**src/pkg/sct_defs.svh**
```systemverilog
`ifndef SCT_DEFS_SVH
`define SCT_DEFS_SVH
// Register byte offsets
`define SCT_OFF_CTRL1 4'h0
`define SCT_OFF_STAT1 4'h1
`define SCT_OFF_DATA 4'h2
`define SCT_OFF_CTRL2 4'h3
`define SCT_OFF_BAUD 4'h4
`define SCT_OFF_IRQ_STAT 4'h5
`define SCT_OFF_IRQ_MASK 4'h6
// Control one fields
`define SCT_C1_LOOP 7
`define SCT_C1_HALT 6
`define SCT_C1_RECEIVER_SOURCE_SELECT 5
`define SCT_C1_LEN9 4
`define SCT_C1_WAKE 3
`define SCT_C1_ILT 2
`define SCT_C1_RESET 8'h00
// Status one fields
`define SCT_S1_TX_BUFFER_EMPTY_FLAG 7
`define SCT_S1_TC 6
`define SCT_S1_RXF 5
`define SCT_S1_IDLE 4
// Control two fields
`define SCT_C2_TX9 6
`define SCT_C2_TE 3
`define SCT_C2_RWU 1
`define SCT_C2_SBK 0
// Interrupt status bits
`define SCT_IRQ_TX_BUFFER_EMPTY_FLAG 0
`define SCT_IRQ_TC 1
`define SCT_IRQ_RXF 2
`define SCT_IRQ_IDLE 3
// Timing
`define SCT_OVERSAMPLE 5'h10
`define SCT_MID_SAMPLE 4'h7
`define SCT_BITS_SHORT 4'hA
`define SCT_BITS_LONG 4'hB
`define SCT_BAUD_RESET 13'h0001
`endif

```
**src/pkg/sct_pkg.sv**
```systemverilog
package sct_pkg;
   typedef enum logic [0:0] {
      TX_IDLE = 1'b0,
      TX_SHIFT = 1'b1
   } sct_tx_state_type;
   typedef enum logic [1:0] {
      RX_IDLE = 2'b00,
      RX_START = 2'b01,
      RX_DATA = 2'b10
   } sct_rx_state_type;
endpackage : sct_pkg

```
**src/logic/sct_top.sv**
```systemverilog
// Implementation choices: the register addresses and the Avalon-MM register port.
`timescale 1ns/1ps
`include "sct_defs.svh"
module sct_top #(
   parameter int BAUD_W = 13
) (
   // Clock and reset
   input wire logic i_mclk,
   input wire logic i_rst_b,
   // Avalon-MM slave
   input wire logic [3:0] i_address,
   input wire logic i_read,
   input wire logic i_write,
   input wire logic [31:0] i_writedata,
   output logic [31:0] o_readdata,
   output logic o_waitrequest,
   // Serial pins
   input wire logic i_rxd,
   input wire logic i_txd,
   output logic o_txd,
   output logic o_txd_oe,
   // System
   input wire logic i_cpu_wait,
   output logic o_irq
);
   //----------------------------------------
   // Registers and state
   //----------------------------------------
   logic [7:0] ctrl1_reg;
   logic [7:0] ctrl2_reg;
   logic [BAUD_W-1:0] baud_reg;
   logic [3:0] irq_stat_reg;
   logic [3:0] irq_mask_reg;
   logic wait_reg;
   logic tx_buffer_empty_flag_reg;
   logic tc_reg;
   logic tx_buffer_empty_flag_arm_reg;
   logic tc_arm_reg;
   logic [8:0] buf_reg;
   logic buf_full_reg;
   logic pre_pend_reg;
   logic brk_pend_reg;
   logic tx_idle_d_reg;
   sct_pkg::sct_tx_state_type tx_state_reg;
   logic [10:0] tx_shift_reg;
   logic [3:0] tx_bits_reg;
   logic [3:0] tx_sub_reg;
   logic [BAUD_W-1:0] div_reg;
   logic tick_reg;
   sct_pkg::sct_rx_state_type rx_state_reg;
   logic [3:0] rx_sub_reg;
   logic [3:0] rx_bits_reg;
   logic [8:0] rx_shift_reg;
   logic [8:0] rx_data_reg;
   logic rx_full_reg;
   logic rx_idle_flag_reg;
   logic [3:0] idle_cnt_reg;
   logic idle_armed_reg;
   logic rx_in_reg;

   //----------------------------------------
   // Decode
   //----------------------------------------
   logic acc;
   logic wr;
   logic rd;
   logic run;
   logic loop_mode;
   logic single_wire;
   logic len9;
   logic [3:0] frame_bits;
   logic wr_data;
   logic wr_ctrl2;
   logic rd_stat;
   logic rd_data;
   logic te_rise;
   logic sbk_q;
   logic tx_load;
   logic tx_from_buf;
   logic tx_busy;
   logic tx_idle_now;
   logic tx_buffer_empty_flag_set;
   logic tc_set;
   logic rx_line;
   logic rx_bit;
   logic rx_done;
   logic rx_stop_bit;
   logic idle_event;
   logic [3:0] irq_set;

   function automatic logic is_addr(input logic [3:0] a,
                                    input logic [3:0] off);
      is_addr = (a == off);
   endfunction : is_addr

   assign acc = (i_read | i_write) & ~wait_reg;
   assign wr = acc & i_write;
   assign rd = acc & i_read;
   assign wr_data = wr & is_addr(i_address, `SCT_OFF_DATA);
   assign wr_ctrl2 = wr & is_addr(i_address, `SCT_OFF_CTRL2);
   assign rd_stat = rd & is_addr(i_address, `SCT_OFF_STAT1);
   assign rd_data = rd & is_addr(i_address, `SCT_OFF_DATA);
   assign run = ~(ctrl1_reg[`SCT_C1_HALT] & i_cpu_wait);
   assign loop_mode = ctrl1_reg[`SCT_C1_LOOP];
   assign single_wire = loop_mode & ctrl1_reg[`SCT_C1_RECEIVER_SOURCE_SELECT];
   assign len9 = ctrl1_reg[`SCT_C1_LEN9];
   assign frame_bits = len9 ? `SCT_BITS_LONG : `SCT_BITS_SHORT;
   assign te_rise = wr_ctrl2 & i_writedata[`SCT_C2_TE]
                    & ~ctrl2_reg[`SCT_C2_TE];
   assign sbk_q = wr_ctrl2 & i_writedata[`SCT_C2_SBK];
   assign tx_busy = (tx_state_reg == sct_pkg::TX_SHIFT);
   assign tx_idle_now = ~tx_busy & ~buf_full_reg & ~pre_pend_reg
                        & ~brk_pend_reg;
   assign tx_load = ~tx_busy & run & ctrl2_reg[`SCT_C2_TE]
                    & (pre_pend_reg | brk_pend_reg | buf_full_reg);
   assign tx_from_buf = tx_load & ~pre_pend_reg & ~brk_pend_reg;
   assign tx_buffer_empty_flag_set = tx_from_buf;
   assign tc_set = tx_idle_now & ~tx_idle_d_reg;

   // Receiver input routing
   always_comb
   begin
      if (!loop_mode)
         rx_line = i_rxd;
      else if (single_wire)
         rx_line = i_txd;
      else
         rx_line = o_txd;
   end

   //----------------------------------------
   // Bus handshake and readback
   //----------------------------------------
   always_ff @(posedge i_mclk)
   begin
      if (!i_rst_b)
         wait_reg <= 1'b1;
      else if ((i_read | i_write) & wait_reg)
         wait_reg <= 1'b0;
      else
         wait_reg <= 1'b1;
   end

   always_ff @(posedge i_mclk)
   begin
      if (!i_rst_b)
         o_readdata <= 32'h0000_0000;
      else if (i_read & wait_reg)
      begin
         o_readdata <= 32'h0000_0000;
         case (i_address)
            `SCT_OFF_CTRL1: o_readdata[7:0] <= ctrl1_reg;
            `SCT_OFF_STAT1: o_readdata[7:0] <= {tx_buffer_empty_flag_reg, tc_reg,
               rx_full_reg, rx_idle_flag_reg, 4'h0};
            `SCT_OFF_DATA: o_readdata[8:0] <= rx_data_reg;
            `SCT_OFF_CTRL2: o_readdata[7:0] <= ctrl2_reg;
            `SCT_OFF_BAUD: o_readdata[BAUD_W-1:0] <= baud_reg;
            `SCT_OFF_IRQ_STAT: o_readdata[3:0] <= irq_stat_reg;
            `SCT_OFF_IRQ_MASK: o_readdata[3:0] <= irq_mask_reg;
            default: o_readdata <= 32'h0000_0000;
         endcase
      end
   end

   always_comb o_waitrequest = wait_reg;

   //----------------------------------------
   // Control registers
   //----------------------------------------
   always_ff @(posedge i_mclk)
   begin
      if (!i_rst_b)
         ctrl1_reg <= `SCT_C1_RESET;
      else if (wr & is_addr(i_address, `SCT_OFF_CTRL1))
         ctrl1_reg <= {i_writedata[7:2], 2'b00};
   end

   always_ff @(posedge i_mclk)
   begin
      if (!i_rst_b)
         ctrl2_reg <= 8'h00;
      else if (wr_ctrl2)
         ctrl2_reg <= {1'b0, i_writedata[6], 2'b00, i_writedata[3],
                       1'b0, i_writedata[1], 1'b0};
      else if (idle_event & ~ctrl1_reg[`SCT_C1_WAKE])
         ctrl2_reg[`SCT_C2_RWU] <= 1'b0;
      else if (rx_done & ctrl1_reg[`SCT_C1_WAKE] & rx_stop_bit
               & (len9 ? rx_shift_reg[8] : rx_shift_reg[7]))
         ctrl2_reg[`SCT_C2_RWU] <= 1'b0;
   end

   always_ff @(posedge i_mclk)
   begin
      if (!i_rst_b)
         baud_reg <= `SCT_BAUD_RESET;
      else if (wr & is_addr(i_address, `SCT_OFF_BAUD))
         baud_reg <= i_writedata[BAUD_W-1:0];
   end

   //----------------------------------------
   // Transmit flags
   //----------------------------------------
   always_ff @(posedge i_mclk)
   begin
      if (!i_rst_b)
         tx_buffer_empty_flag_arm_reg <= 1'b0;
      else if (rd_stat)
         tx_buffer_empty_flag_arm_reg <= tx_buffer_empty_flag_reg;
      else if (wr_data)
         tx_buffer_empty_flag_arm_reg <= 1'b0;
   end

   always_ff @(posedge i_mclk)
   begin
      if (!i_rst_b)
         tc_arm_reg <= 1'b0;
      else if (rd_stat)
         tc_arm_reg <= tc_reg;
      else if (wr_data | te_rise | sbk_q)
         tc_arm_reg <= 1'b0;
   end

   always_ff @(posedge i_mclk)
   begin
      if (!i_rst_b)
         tx_buffer_empty_flag_reg <= 1'b1;
      else if (tx_buffer_empty_flag_set)
         tx_buffer_empty_flag_reg <= 1'b1;
      else if (wr_data & tx_buffer_empty_flag_arm_reg)
         tx_buffer_empty_flag_reg <= 1'b0;
   end

   always_ff @(posedge i_mclk)
   begin
      if (!i_rst_b)
         tc_reg <= 1'b1;
      else if (tc_set)
         tc_reg <= 1'b1;
      else if (tc_arm_reg & (wr_data | te_rise | sbk_q))
         tc_reg <= 1'b0;
      else if (tx_busy)
         tc_reg <= 1'b0;
   end

   always_ff @(posedge i_mclk)
   begin
      if (!i_rst_b)
         tx_idle_d_reg <= 1'b1;
      else
         tx_idle_d_reg <= tx_idle_now;
   end

   //----------------------------------------
   // Transmit buffer and queues
   //----------------------------------------
   always_ff @(posedge i_mclk)
   begin
      if (!i_rst_b)
         buf_reg <= 9'h000;
      else if (wr_data)
         buf_reg <= {ctrl2_reg[`SCT_C2_TX9], i_writedata[7:0]};
   end

   always_ff @(posedge i_mclk)
   begin
      if (!i_rst_b)
         buf_full_reg <= 1'b0;
      else if (wr_data)
         buf_full_reg <= 1'b1;
      else if (tx_from_buf)
         buf_full_reg <= 1'b0;
   end

   always_ff @(posedge i_mclk)
   begin
      if (!i_rst_b)
         pre_pend_reg <= 1'b0;
      else if (te_rise)
         pre_pend_reg <= 1'b1;
      else if (tx_load)
         pre_pend_reg <= 1'b0;
   end

   always_ff @(posedge i_mclk)
   begin
      if (!i_rst_b)
         brk_pend_reg <= 1'b0;
      else if (sbk_q)
         brk_pend_reg <= 1'b1;
      else if (tx_load & ~pre_pend_reg)
         brk_pend_reg <= 1'b0;
   end

   //----------------------------------------
   // Oversample clock enable
   //----------------------------------------
   always_ff @(posedge i_mclk)
   begin
      if (!i_rst_b)
      begin
         div_reg <= '0;
         tick_reg <= 1'b0;
      end
      else if (!run || baud_reg == '0)
         tick_reg <= 1'b0;
      else if (div_reg >= baud_reg - 1'b1)
      begin
         div_reg <= '0;
         tick_reg <= 1'b1;
      end
      else
      begin
         div_reg <= div_reg + 1'b1;
         tick_reg <= 1'b0;
      end
   end

   //----------------------------------------
   // Transmit shifter
   //----------------------------------------
   always_ff @(posedge i_mclk)
   begin
      if (!i_rst_b)
      begin
         tx_state_reg <= sct_pkg::TX_IDLE;
         tx_shift_reg <= 11'h7FF;
         tx_bits_reg <= 4'h0;
         tx_sub_reg <= 4'h0;
         o_txd <= 1'b1;
      end
      else
      begin
         case (tx_state_reg)
            sct_pkg::TX_IDLE:
            begin
               o_txd <= 1'b1;
               if (tx_load)
               begin
                  tx_state_reg <= sct_pkg::TX_SHIFT;
                  tx_bits_reg <= frame_bits;
                  tx_sub_reg <= 4'h0;
                  if (pre_pend_reg)
                     tx_shift_reg <= 11'h7FF;
                  else if (brk_pend_reg)
                     tx_shift_reg <= 11'h000;
                  else if (len9)
                     tx_shift_reg <= {1'b1, buf_reg, 1'b0};
                  else
                     tx_shift_reg <= {2'b11, buf_reg[7:0], 1'b0};
               end
            end
            sct_pkg::TX_SHIFT:
            begin
               o_txd <= tx_shift_reg[0];
               if (tick_reg)
               begin
                  tx_sub_reg <= tx_sub_reg + 1'b1;
                  if (tx_sub_reg == 4'hF)
                  begin
                     tx_shift_reg <= {1'b1, tx_shift_reg[10:1]};
                     tx_bits_reg <= tx_bits_reg - 1'b1;
                     if (tx_bits_reg == 4'h1)
                        tx_state_reg <= sct_pkg::TX_IDLE;
                  end
               end
            end
            default: tx_state_reg <= sct_pkg::TX_IDLE;
         endcase
      end
   end

   always_ff @(posedge i_mclk)
   begin
      if (!i_rst_b)
         o_txd_oe <= 1'b0;
      else
         o_txd_oe <= ctrl2_reg[`SCT_C2_TE] | tx_busy;
   end

   //----------------------------------------
   // Receiver
   //----------------------------------------
   always_ff @(posedge i_mclk)
   begin
      if (!i_rst_b)
         rx_in_reg <= 1'b1;
      else
         rx_in_reg <= rx_line;
   end

   assign rx_bit = tick_reg & (rx_sub_reg == 4'hF);
   assign rx_done = (rx_state_reg == sct_pkg::RX_DATA) & rx_bit
                    & (rx_bits_reg == 4'h1);
   assign rx_stop_bit = rx_in_reg;

   always_ff @(posedge i_mclk)
   begin
      if (!i_rst_b)
      begin
         rx_state_reg <= sct_pkg::RX_IDLE;
         rx_sub_reg <= 4'h0;
         rx_bits_reg <= 4'h0;
         rx_shift_reg <= 9'h000;
      end
      else if (tick_reg)
      begin
         rx_sub_reg <= rx_sub_reg + 1'b1;
         case (rx_state_reg)
            sct_pkg::RX_IDLE:
               if (!rx_in_reg)
               begin
                  rx_state_reg <= sct_pkg::RX_START;
                  rx_sub_reg <= 4'h0;
               end
            sct_pkg::RX_START:
               if (rx_sub_reg == `SCT_MID_SAMPLE)
               begin
                  rx_sub_reg <= 4'h0;
                  rx_bits_reg <= frame_bits - 4'h1;
                  rx_state_reg <= rx_in_reg ? sct_pkg::RX_IDLE
                                            : sct_pkg::RX_DATA;
               end
            sct_pkg::RX_DATA:
               if (rx_sub_reg == 4'hF)
               begin
                  rx_bits_reg <= rx_bits_reg - 1'b1;
                  if (rx_bits_reg == 4'h1)
                     rx_state_reg <= sct_pkg::RX_IDLE;
                  else if (len9)
                     rx_shift_reg <= {rx_in_reg, rx_shift_reg[8:1]};
                  else
                     rx_shift_reg <= {1'b0, rx_in_reg,
                                      rx_shift_reg[7:1]};
               end
            default: rx_state_reg <= sct_pkg::RX_IDLE;
         endcase
      end
   end

   always_ff @(posedge i_mclk)
   begin
      if (!i_rst_b)
      begin
         rx_data_reg <= 9'h000;
         rx_full_reg <= 1'b0;
      end
      else if (rx_done & ~ctrl2_reg[`SCT_C2_RWU])
      begin
         rx_data_reg <= rx_shift_reg;
         rx_full_reg <= 1'b1;
      end
      else if (rd_data)
         rx_full_reg <= 1'b0;
   end

   //----------------------------------------
   // Idle line counting
   //----------------------------------------
   assign idle_event = rx_bit & rx_in_reg & idle_armed_reg
                       & (idle_cnt_reg == frame_bits - 4'h1);

   always_ff @(posedge i_mclk)
   begin
      if (!i_rst_b)
         idle_cnt_reg <= 4'h0;
      else if (rx_state_reg == sct_pkg::RX_START)
         idle_cnt_reg <= 4'h0;
      else if (rx_bit)
      begin
         if (!rx_in_reg)
            idle_cnt_reg <= 4'h0;
         else if (rx_state_reg == sct_pkg::RX_DATA
                  && ctrl1_reg[`SCT_C1_ILT])
            idle_cnt_reg <= 4'h0;
         else if (idle_cnt_reg != frame_bits)
            idle_cnt_reg <= idle_cnt_reg + 1'b1;
      end
   end

   always_ff @(posedge i_mclk)
   begin
      if (!i_rst_b)
         idle_armed_reg <= 1'b0;
      else if (rx_state_reg == sct_pkg::RX_DATA)
         idle_armed_reg <= 1'b1;
      else if (idle_event)
         idle_armed_reg <= 1'b0;
   end

   always_ff @(posedge i_mclk)
   begin
      if (!i_rst_b)
         rx_idle_flag_reg <= 1'b0;
      else if (idle_event)
         rx_idle_flag_reg <= 1'b1;
      else if (rd_data)
         rx_idle_flag_reg <= 1'b0;
   end

   //----------------------------------------
   // Interrupts
   //----------------------------------------
   assign irq_set = {idle_event, rx_done & ~ctrl2_reg[`SCT_C2_RWU],
                     tc_set, tx_buffer_empty_flag_set};

   always_ff @(posedge i_mclk)
   begin
      if (!i_rst_b)
         irq_stat_reg <= 4'h0;
      else if (wr & is_addr(i_address, `SCT_OFF_IRQ_STAT))
         irq_stat_reg <= (irq_stat_reg & ~i_writedata[3:0]) | irq_set;
      else
         irq_stat_reg <= irq_stat_reg | irq_set;
   end

   always_ff @(posedge i_mclk)
   begin
      if (!i_rst_b)
         irq_mask_reg <= 4'h0;
      else if (wr & is_addr(i_address, `SCT_OFF_IRQ_MASK))
         irq_mask_reg <= i_writedata[3:0];
   end

   always_ff @(posedge i_mclk)
   begin
      if (!i_rst_b)
         o_irq <= 1'b0;
      else
         o_irq <= |(irq_stat_reg & irq_mask_reg);
   end
endmodule : sct_top

```
**config.mk**
```make
export PLATFORM = sky130hd
export DESIGN_NAME = sct_top
export DESIGN_NICKNAME = d
export VERILOG_FILES = /design/src/pkg/sct_pkg.sv /design/src/logic/sct_top.sv
export VERILOG_INCLUDE_DIRS = /design/src /design/src/pkg
export SDC_FILE = /design/constraint.sdc
export NUM_CORES = 1
export LEC_CHECK = 0
export BUFFER_PORTS_ARGS = -buffer_cell sky130_fd_sc_hd__buf_2
export CAP_MARGIN = 10
export CORE_UTILIZATION = 58
export CTS_BUF_LIST = sky130_fd_sc_hd__clkbuf_16
export DETAILED_ROUTE_END_ITERATION = 8
export GPL_TIMING_DRIVEN = 0
export MAX_ROUTING_LAYER = met4
export PLACE_DENSITY = 0.85
export SKIP_CTS_REPAIR_TIMING = 1
export SYNTH_ARGS = -nofsm -noshare
export SYNTH_HDL_FRONTEND = slang
export SYNTH_SLANG_ARGS = --single-unit
export TNS_END_PERCENT = 50
```
**constraint.sdc**
```tcl
create_clock -name i_mclk -period 3.67 [get_ports i_mclk]
set_input_delay 0 -clock i_mclk [delete_from_list [all_inputs] [get_ports i_mclk]]
set_output_delay 0 -clock i_mclk [all_outputs]
set_load 0.02 [all_outputs]
```
# ---- Word level (Yosys, flattened, before mapping)
# Index checks and enable logic that the tools add are counted.
dict set report word_totals {
  reg_bits 134
  input_bits 43
  out_inout_bits 36
  word_cells 226
}
dict set report classes {
  add_sub_neg 8
  magnitude_cmp 1
  n_eq_ne 23
  n_mux 68
  n_bitwise 63
  n_reduce_logical 27
}
# operator count
set ops {}
lappend ops {{$mux 4} 14}
lappend ops {{$mux 11} 5}
lappend ops {{$and 1x1->1} 40}
lappend ops {{$pmux 4 s2} 4}
lappend ops {{$mux 1} 30}
lappend ops {{$pmux 4 s6} 1}
lappend ops {{$pmux 11 s2} 1}
lappend ops {{$pmux 4 s5} 1}
lappend ops {{$reduce_bool 2->1} 10}
lappend ops {{$eq 4x3->1 const B} 4}
lappend ops {{$add 13x1->13 const B} 1}
lappend ops {{$ge 13x13->1} 1}
lappend ops {{$logic_not 13->1} 1}
lappend ops {{$mux 13} 1}
lappend ops {{$sub 13x1->13 const B} 1}
lappend ops {{$add 4x1->4 const B} 3}
lappend ops {{$eq 4x1->1 const B} 3}
lappend ops {{$not 1->1} 12}
lappend ops {{$sub 4x1->4 const B} 3}
lappend ops {{$mux 10} 1}
lappend ops {{$mux 2} 5}
lappend ops {{$mux 9} 1}
lappend ops {{$and 4x4->4} 2}
lappend ops {{$eq 4x2->1 const B} 2}
lappend ops {{24 further kinds} 43}

# ---- Logic depth before layout (Yosys ltp)
dict set report depth {
  depth_word 10
  mapped_depth 13
}

# ---- Least setup slack after synthesis
# Ideal clock, no wire load.
dict set report synth_timing {
  path_type {register to register}
  from {register baud_reg[6]}
  to {register div_reg[0]}
  setup_time_ns 0.132
  arrival_ns 2.533
  required_time_ns 3.538
  setup_slack_ns 1.005
  path_stages_with_launch 13
  n_path_buf 3
  cell_sequence {dfxtp_1 -> clkbuf_1 -> nor4_1 -> nand2b_1 -> clkbuf_1 -> nor3_1 -> xnor2_1 -> ha_1 -> and4_1 -> a41oi_1 -> a21oi_1 -> clkbuf_1 -> nor3_1}
}
dict set report synth_via {
  elab_chain_cells 3
  word_cells_on_any_way 5
  cone_classes {add/sub: 1; order compare: 1; mux: 1; reduce/logical: 2}
}
# element line
set synth_lines {}
lappend synth_lines {{start, declared} sct_top.sv:31} ;# logic [BAUD_W-1:0] baud_reg;
lappend synth_lines {{start signal, assigned} sct_top.sv:195} ;# baud_reg <= `SCT_BAUD_RESET;
lappend synth_lines {{start signal, assigned} sct_top.sv:197} ;# baud_reg <= i_writedata[BAUD_W-1:0];
lappend synth_lines {{$sub 13x1->13} sct_top.sv:306} ;# else if (div_reg >= baud_reg - 1'b1)
lappend synth_lines {{$ge 13x13->1} sct_top.sv:306}
lappend synth_lines {{$mux 13} sct_top.sv:306}
lappend synth_lines {{end signal, assigned} sct_top.sv:313} ;# div_reg <= div_reg + 1'b1;
lappend synth_lines {{end, declared} sct_top.sv:48} ;# logic [BAUD_W-1:0] div_reg;
# Several ways; a longest one is shown, not always the timed one.
# A chain may end at the register's enable or synchronous reset.

# ---- Worst setup path after layout
dict set report layout_timing {
  from {register baud_reg[6]}
  to {register div_reg[1]}
}
# The elaborated chain is that of the path after synthesis.

==> results by group <==
STA
  – Crit path time final: 3.37 ns
  – Worst clock skew: 0.00684 ns
  – Fraction of the cycle the final worst path needs: 0.917
  – RSZ-0062 raised after global routing: no
  – Worst-margin pin slew: 0.970 ns
  – Max-slew violation count: 0
  – Worst hold margin: 0.0917 ns
  – Setup_tns: 0 ns
  – Number of hold violations in the final report: 0
  – Upper clock frequency limit: 297 MHz
  – Number of endpoints failing setup at the final stage: 0
  – Relative max-transition margin: 0.344

Finish
  – Area growth syn-to-layout: 18.6%
  – Register cell area after layout: 2680 um2
  – Multi-input combinational cell area: 3520 um2
  – ANT cells: 0
  – Ratio of cells with drive above 1 in the final layout: 0.111
  – Final nets: 956
  – Fill cells: 846
  – Layout Cell Area excl Fill: 7760 um2

Detailed routing
  – Routed Antenna Nets: 0
  – Avg WL per Cell: 17.0 um
  – Routed Wire Length: 17700 um
  – Via density per instance: 5.91
  – Overall via count from detail_route: 6167
  – Residual DRC count: 0
  – Count of TritonRoute iterations in the first routing pass: 5
  – Initial detailed-routing violation count: 600

Pwr
  – Peak supply drop: 0.452 mV
  – Pwr Density: 449 nW/um2
  – Overall power of the completed layout: 3.48 mW
  – Leakage power summed over all cells: 2.85 nW

Clocking
  – Number of clock sinks: 134
  – TritonCTS clock tree: done
  – Root buffer cell: sky130_fd_sc_hd__clkbuf_16
  – Clock edge transition at the registers on the reported setup and hold paths: 0.06 ns
  – Total CTS buffers: 17
  – Worst skew pair latency: 0.43 ns
  – Maximum level of the CTS H-tree: 4
  – CTS max path bufs: 2

Logic synthesis
  – Area share of the largest cell type after synthesis: 0.410
  – Largest area contributor in the netlist: sky130_fd_sc_hd__dfxtp_1
  – Flip-flop cell with the highest count after synthesis: sky130_fd_sc_hd__dfxtp_1
  – Ys async rst share: 0
  – Average cell area after synthesis: 8.19 um2
  – Sequential share of the synthesized area: 0.410
  – Synth area leaders: sky130_fd_sc_hd__dfxtp_1 41%, sky130_fd_sc_hd__nand2_1 7.1%, sky130_fd_sc_hd__a21oi_1 5.5%, sky130_fd_sc_hd__ha_1 4.2%, sky130_fd_sc_hd__nor2_1 4.1%
  – Netlist area before placement: 6540 um2
  – Count of different cell masters after synthesis: 68
  – Register bit count reported by yosys: 134
  – Synth Instances: 799
  – Library cell with the highest instance count after synthesis: sky130_fd_sc_hd__dfxtp_1
  – Top cells by count, synth: 134 x sky130_fd_sc_hd__dfxtp_1, 124 x sky130_fd_sc_hd__nand2_1, 72 x sky130_fd_sc_hd__a21oi_1, 71 x sky130_fd_sc_hd__nor2_1, 37 x sky130_fd_sc_hd__nand3_1
  – Number of enable flip-flop cells after synthesis: 0
  – Count of yosys warnings during synthesis: 0

Worst setup path
  – Worst path max stage delay: 0.44 ns
  – Worst path arrival time: 3.65 ns
  – Count of buffering cells on the critical path with inverters included: 3
  – Required time of the critical path: 3.96 ns
  – Nature of the critical path endpoint: register
  – Startpoint types: register
  – Maximum fanout along the worst path: 10
  – Category of cells accounting for the largest share of critical-path delay: simple AND/OR/NAND/NOR gates
  – Master of the slowest instance on the critical path: sky130_fd_sc_hd__a21oi_1
  – Cell type with the highest occurrence count on the critical path: sky130_fd_sc_hd__clkbuf_1
  – Critical path class: reg -> reg
  – Ordered cell list for the critical path: clkbuf_1, nor4_1, nand2b_1, clkbuf_1, nor3_1, xnor2_1, ha_1, nand2_1, o21ai_0, a41oi_1, a21oi_1, clkbuf_1, nor3_1

Placed design
  – Number of port buffers: 37
  – Dpl cell area: 6970 um2
  – Hpwl dp: 11900 um
  – RD Place Congestion: 0.970

GRT
  – Vias in the first global route: 5626
  – Largest net degree at the start of global routing: 17
  – Remaining global-route overflow: 0
  – Antenna violations before repair: 0
  – Global-route wire length before repair: 27800 um
  – Total track usage: 0.319

Floorplan
  – Die Width: 108 um
  – Top Ports: 79
  – DIE HEIGHT: 108 um
  – Die area: 11700 um2
  – Core area: 10900 um2
  – Initial Util: 0.598
  – Floorplan row count: 38

Job
  – Max cap viols: 0

Status
  – Run status: finished clean

Worst hold path
  – Worst hold path type: in -> reg
## placed cells by master, fill, tap and decap left out, types with 18 or more instances in the layout
| cell type | n |
|---|---|
| sky130_fd_sc_hd__clkbuf_1 | 36 |
| sky130_fd_sc_hd__a21oi_1 | 72 |
| sky130_fd_sc_hd__o21ai_0 | 26 |
| sky130_fd_sc_hd__buf_2 | 41 |
| sky130_fd_sc_hd__mux2i_1 | 25 |
| sky130_fd_sc_hd__inv_1 | 19 |
| sky130_fd_sc_hd__dlygate4sd3_1 | 18 |
| sky130_fd_sc_hd__conb_1 | 19 |
| sky130_fd_sc_hd__nor2_1 | 71 |
| sky130_fd_sc_hd__dfxtp_1 | 134 |
| sky130_fd_sc_hd__buf_4 | 20 |
| sky130_fd_sc_hd__nor3_1 | 25 |
| sky130_fd_sc_hd__nand2_1 | 124 |
| sky130_fd_sc_hd__ha_1 | 22 |
| sky130_fd_sc_hd__nand3_1 | 37 |
## cells by family (layout without fill, tap and decap cells)
kind of cell	after synthesis	count (layout)	share of synthesized area
simple gates	323	323	0.231
compound gates	175	175	0.169
flops	134	134	0.410
buf+inv	86	172	0.0627
xor+xnor	31	31	0.0415
mux	27	27	0.0434
fa+ha+maj	22	22	0.0421
other cells	1	19	0.000573
## cell type report
cell class | instances | area share
Clock inverter | 14 | 0.0239
Multi-Input combinational cell | 597 | 0.453
Timing Repair Buffer | 55 | 0.0471
Tap cell | 140 | 0.0226
Clock buffer | 17 | 0.0548
Sequential cell | 134 | 0.346
Buffer | 66 | 0.0432
Inverter | 20 | 0.00967
## path summary, 6_finish.rpt
| path | start | end | slack [ns] | depth (start not counted) |
|---|---|---|---|---|
| setup / recovery | baud_reg[6] | div_reg[1] | 0.30 | 13 |
| hold / removal | i_read | tx_buffer_empty_flag_arm_reg | 0.09 | 4 |
| setup reg to reg | baud_reg[6] | div_reg[1] | 0.30 | 13 |
| hold reg to reg | o_readdata[7] | o_readdata[7] | 0.45 | 2 |
## stage by stage
stage	std cells	setup slack, ns	util
after CTS	1025	0.366	0.693
after floorplan	817	1.01	-
after detailed placement	994	0.376	0.637
after global placement	994	0.411	0.637
after global routing	1043	0.0580	0.710
final	1043	0.305	0.710
## worst reg2reg max path: cells and delay by family, from the launching register on
kind / cells / cell delay (ns)
fa+ha+maj: 1 / 0.33
compound gates: 3 / 0.74
xor+xnor: 1 / 0.11
buf+inv: 3 / 0.84
simple gates: 5 / 0.91
flops: 1 / 0.30
## where the power goes
part	switching [mW]	internal [mW]	total (mW)
clock network	0.657	1.12	1.78
logic	0.145	0.0779	0.223
registers	0.0130	1.47	1.48
total	0.815	2.67	3.48
## layer usage
layer	share of wire	vias up	track usage
met4	0.026	0	0.148
met2	0.47	271	0.499
met3	0.079	53	0.0717
met5	0	-	-
li1	-	2959	-
met1	0.42	2884	0.392
(Power assumes the default switching activity.)
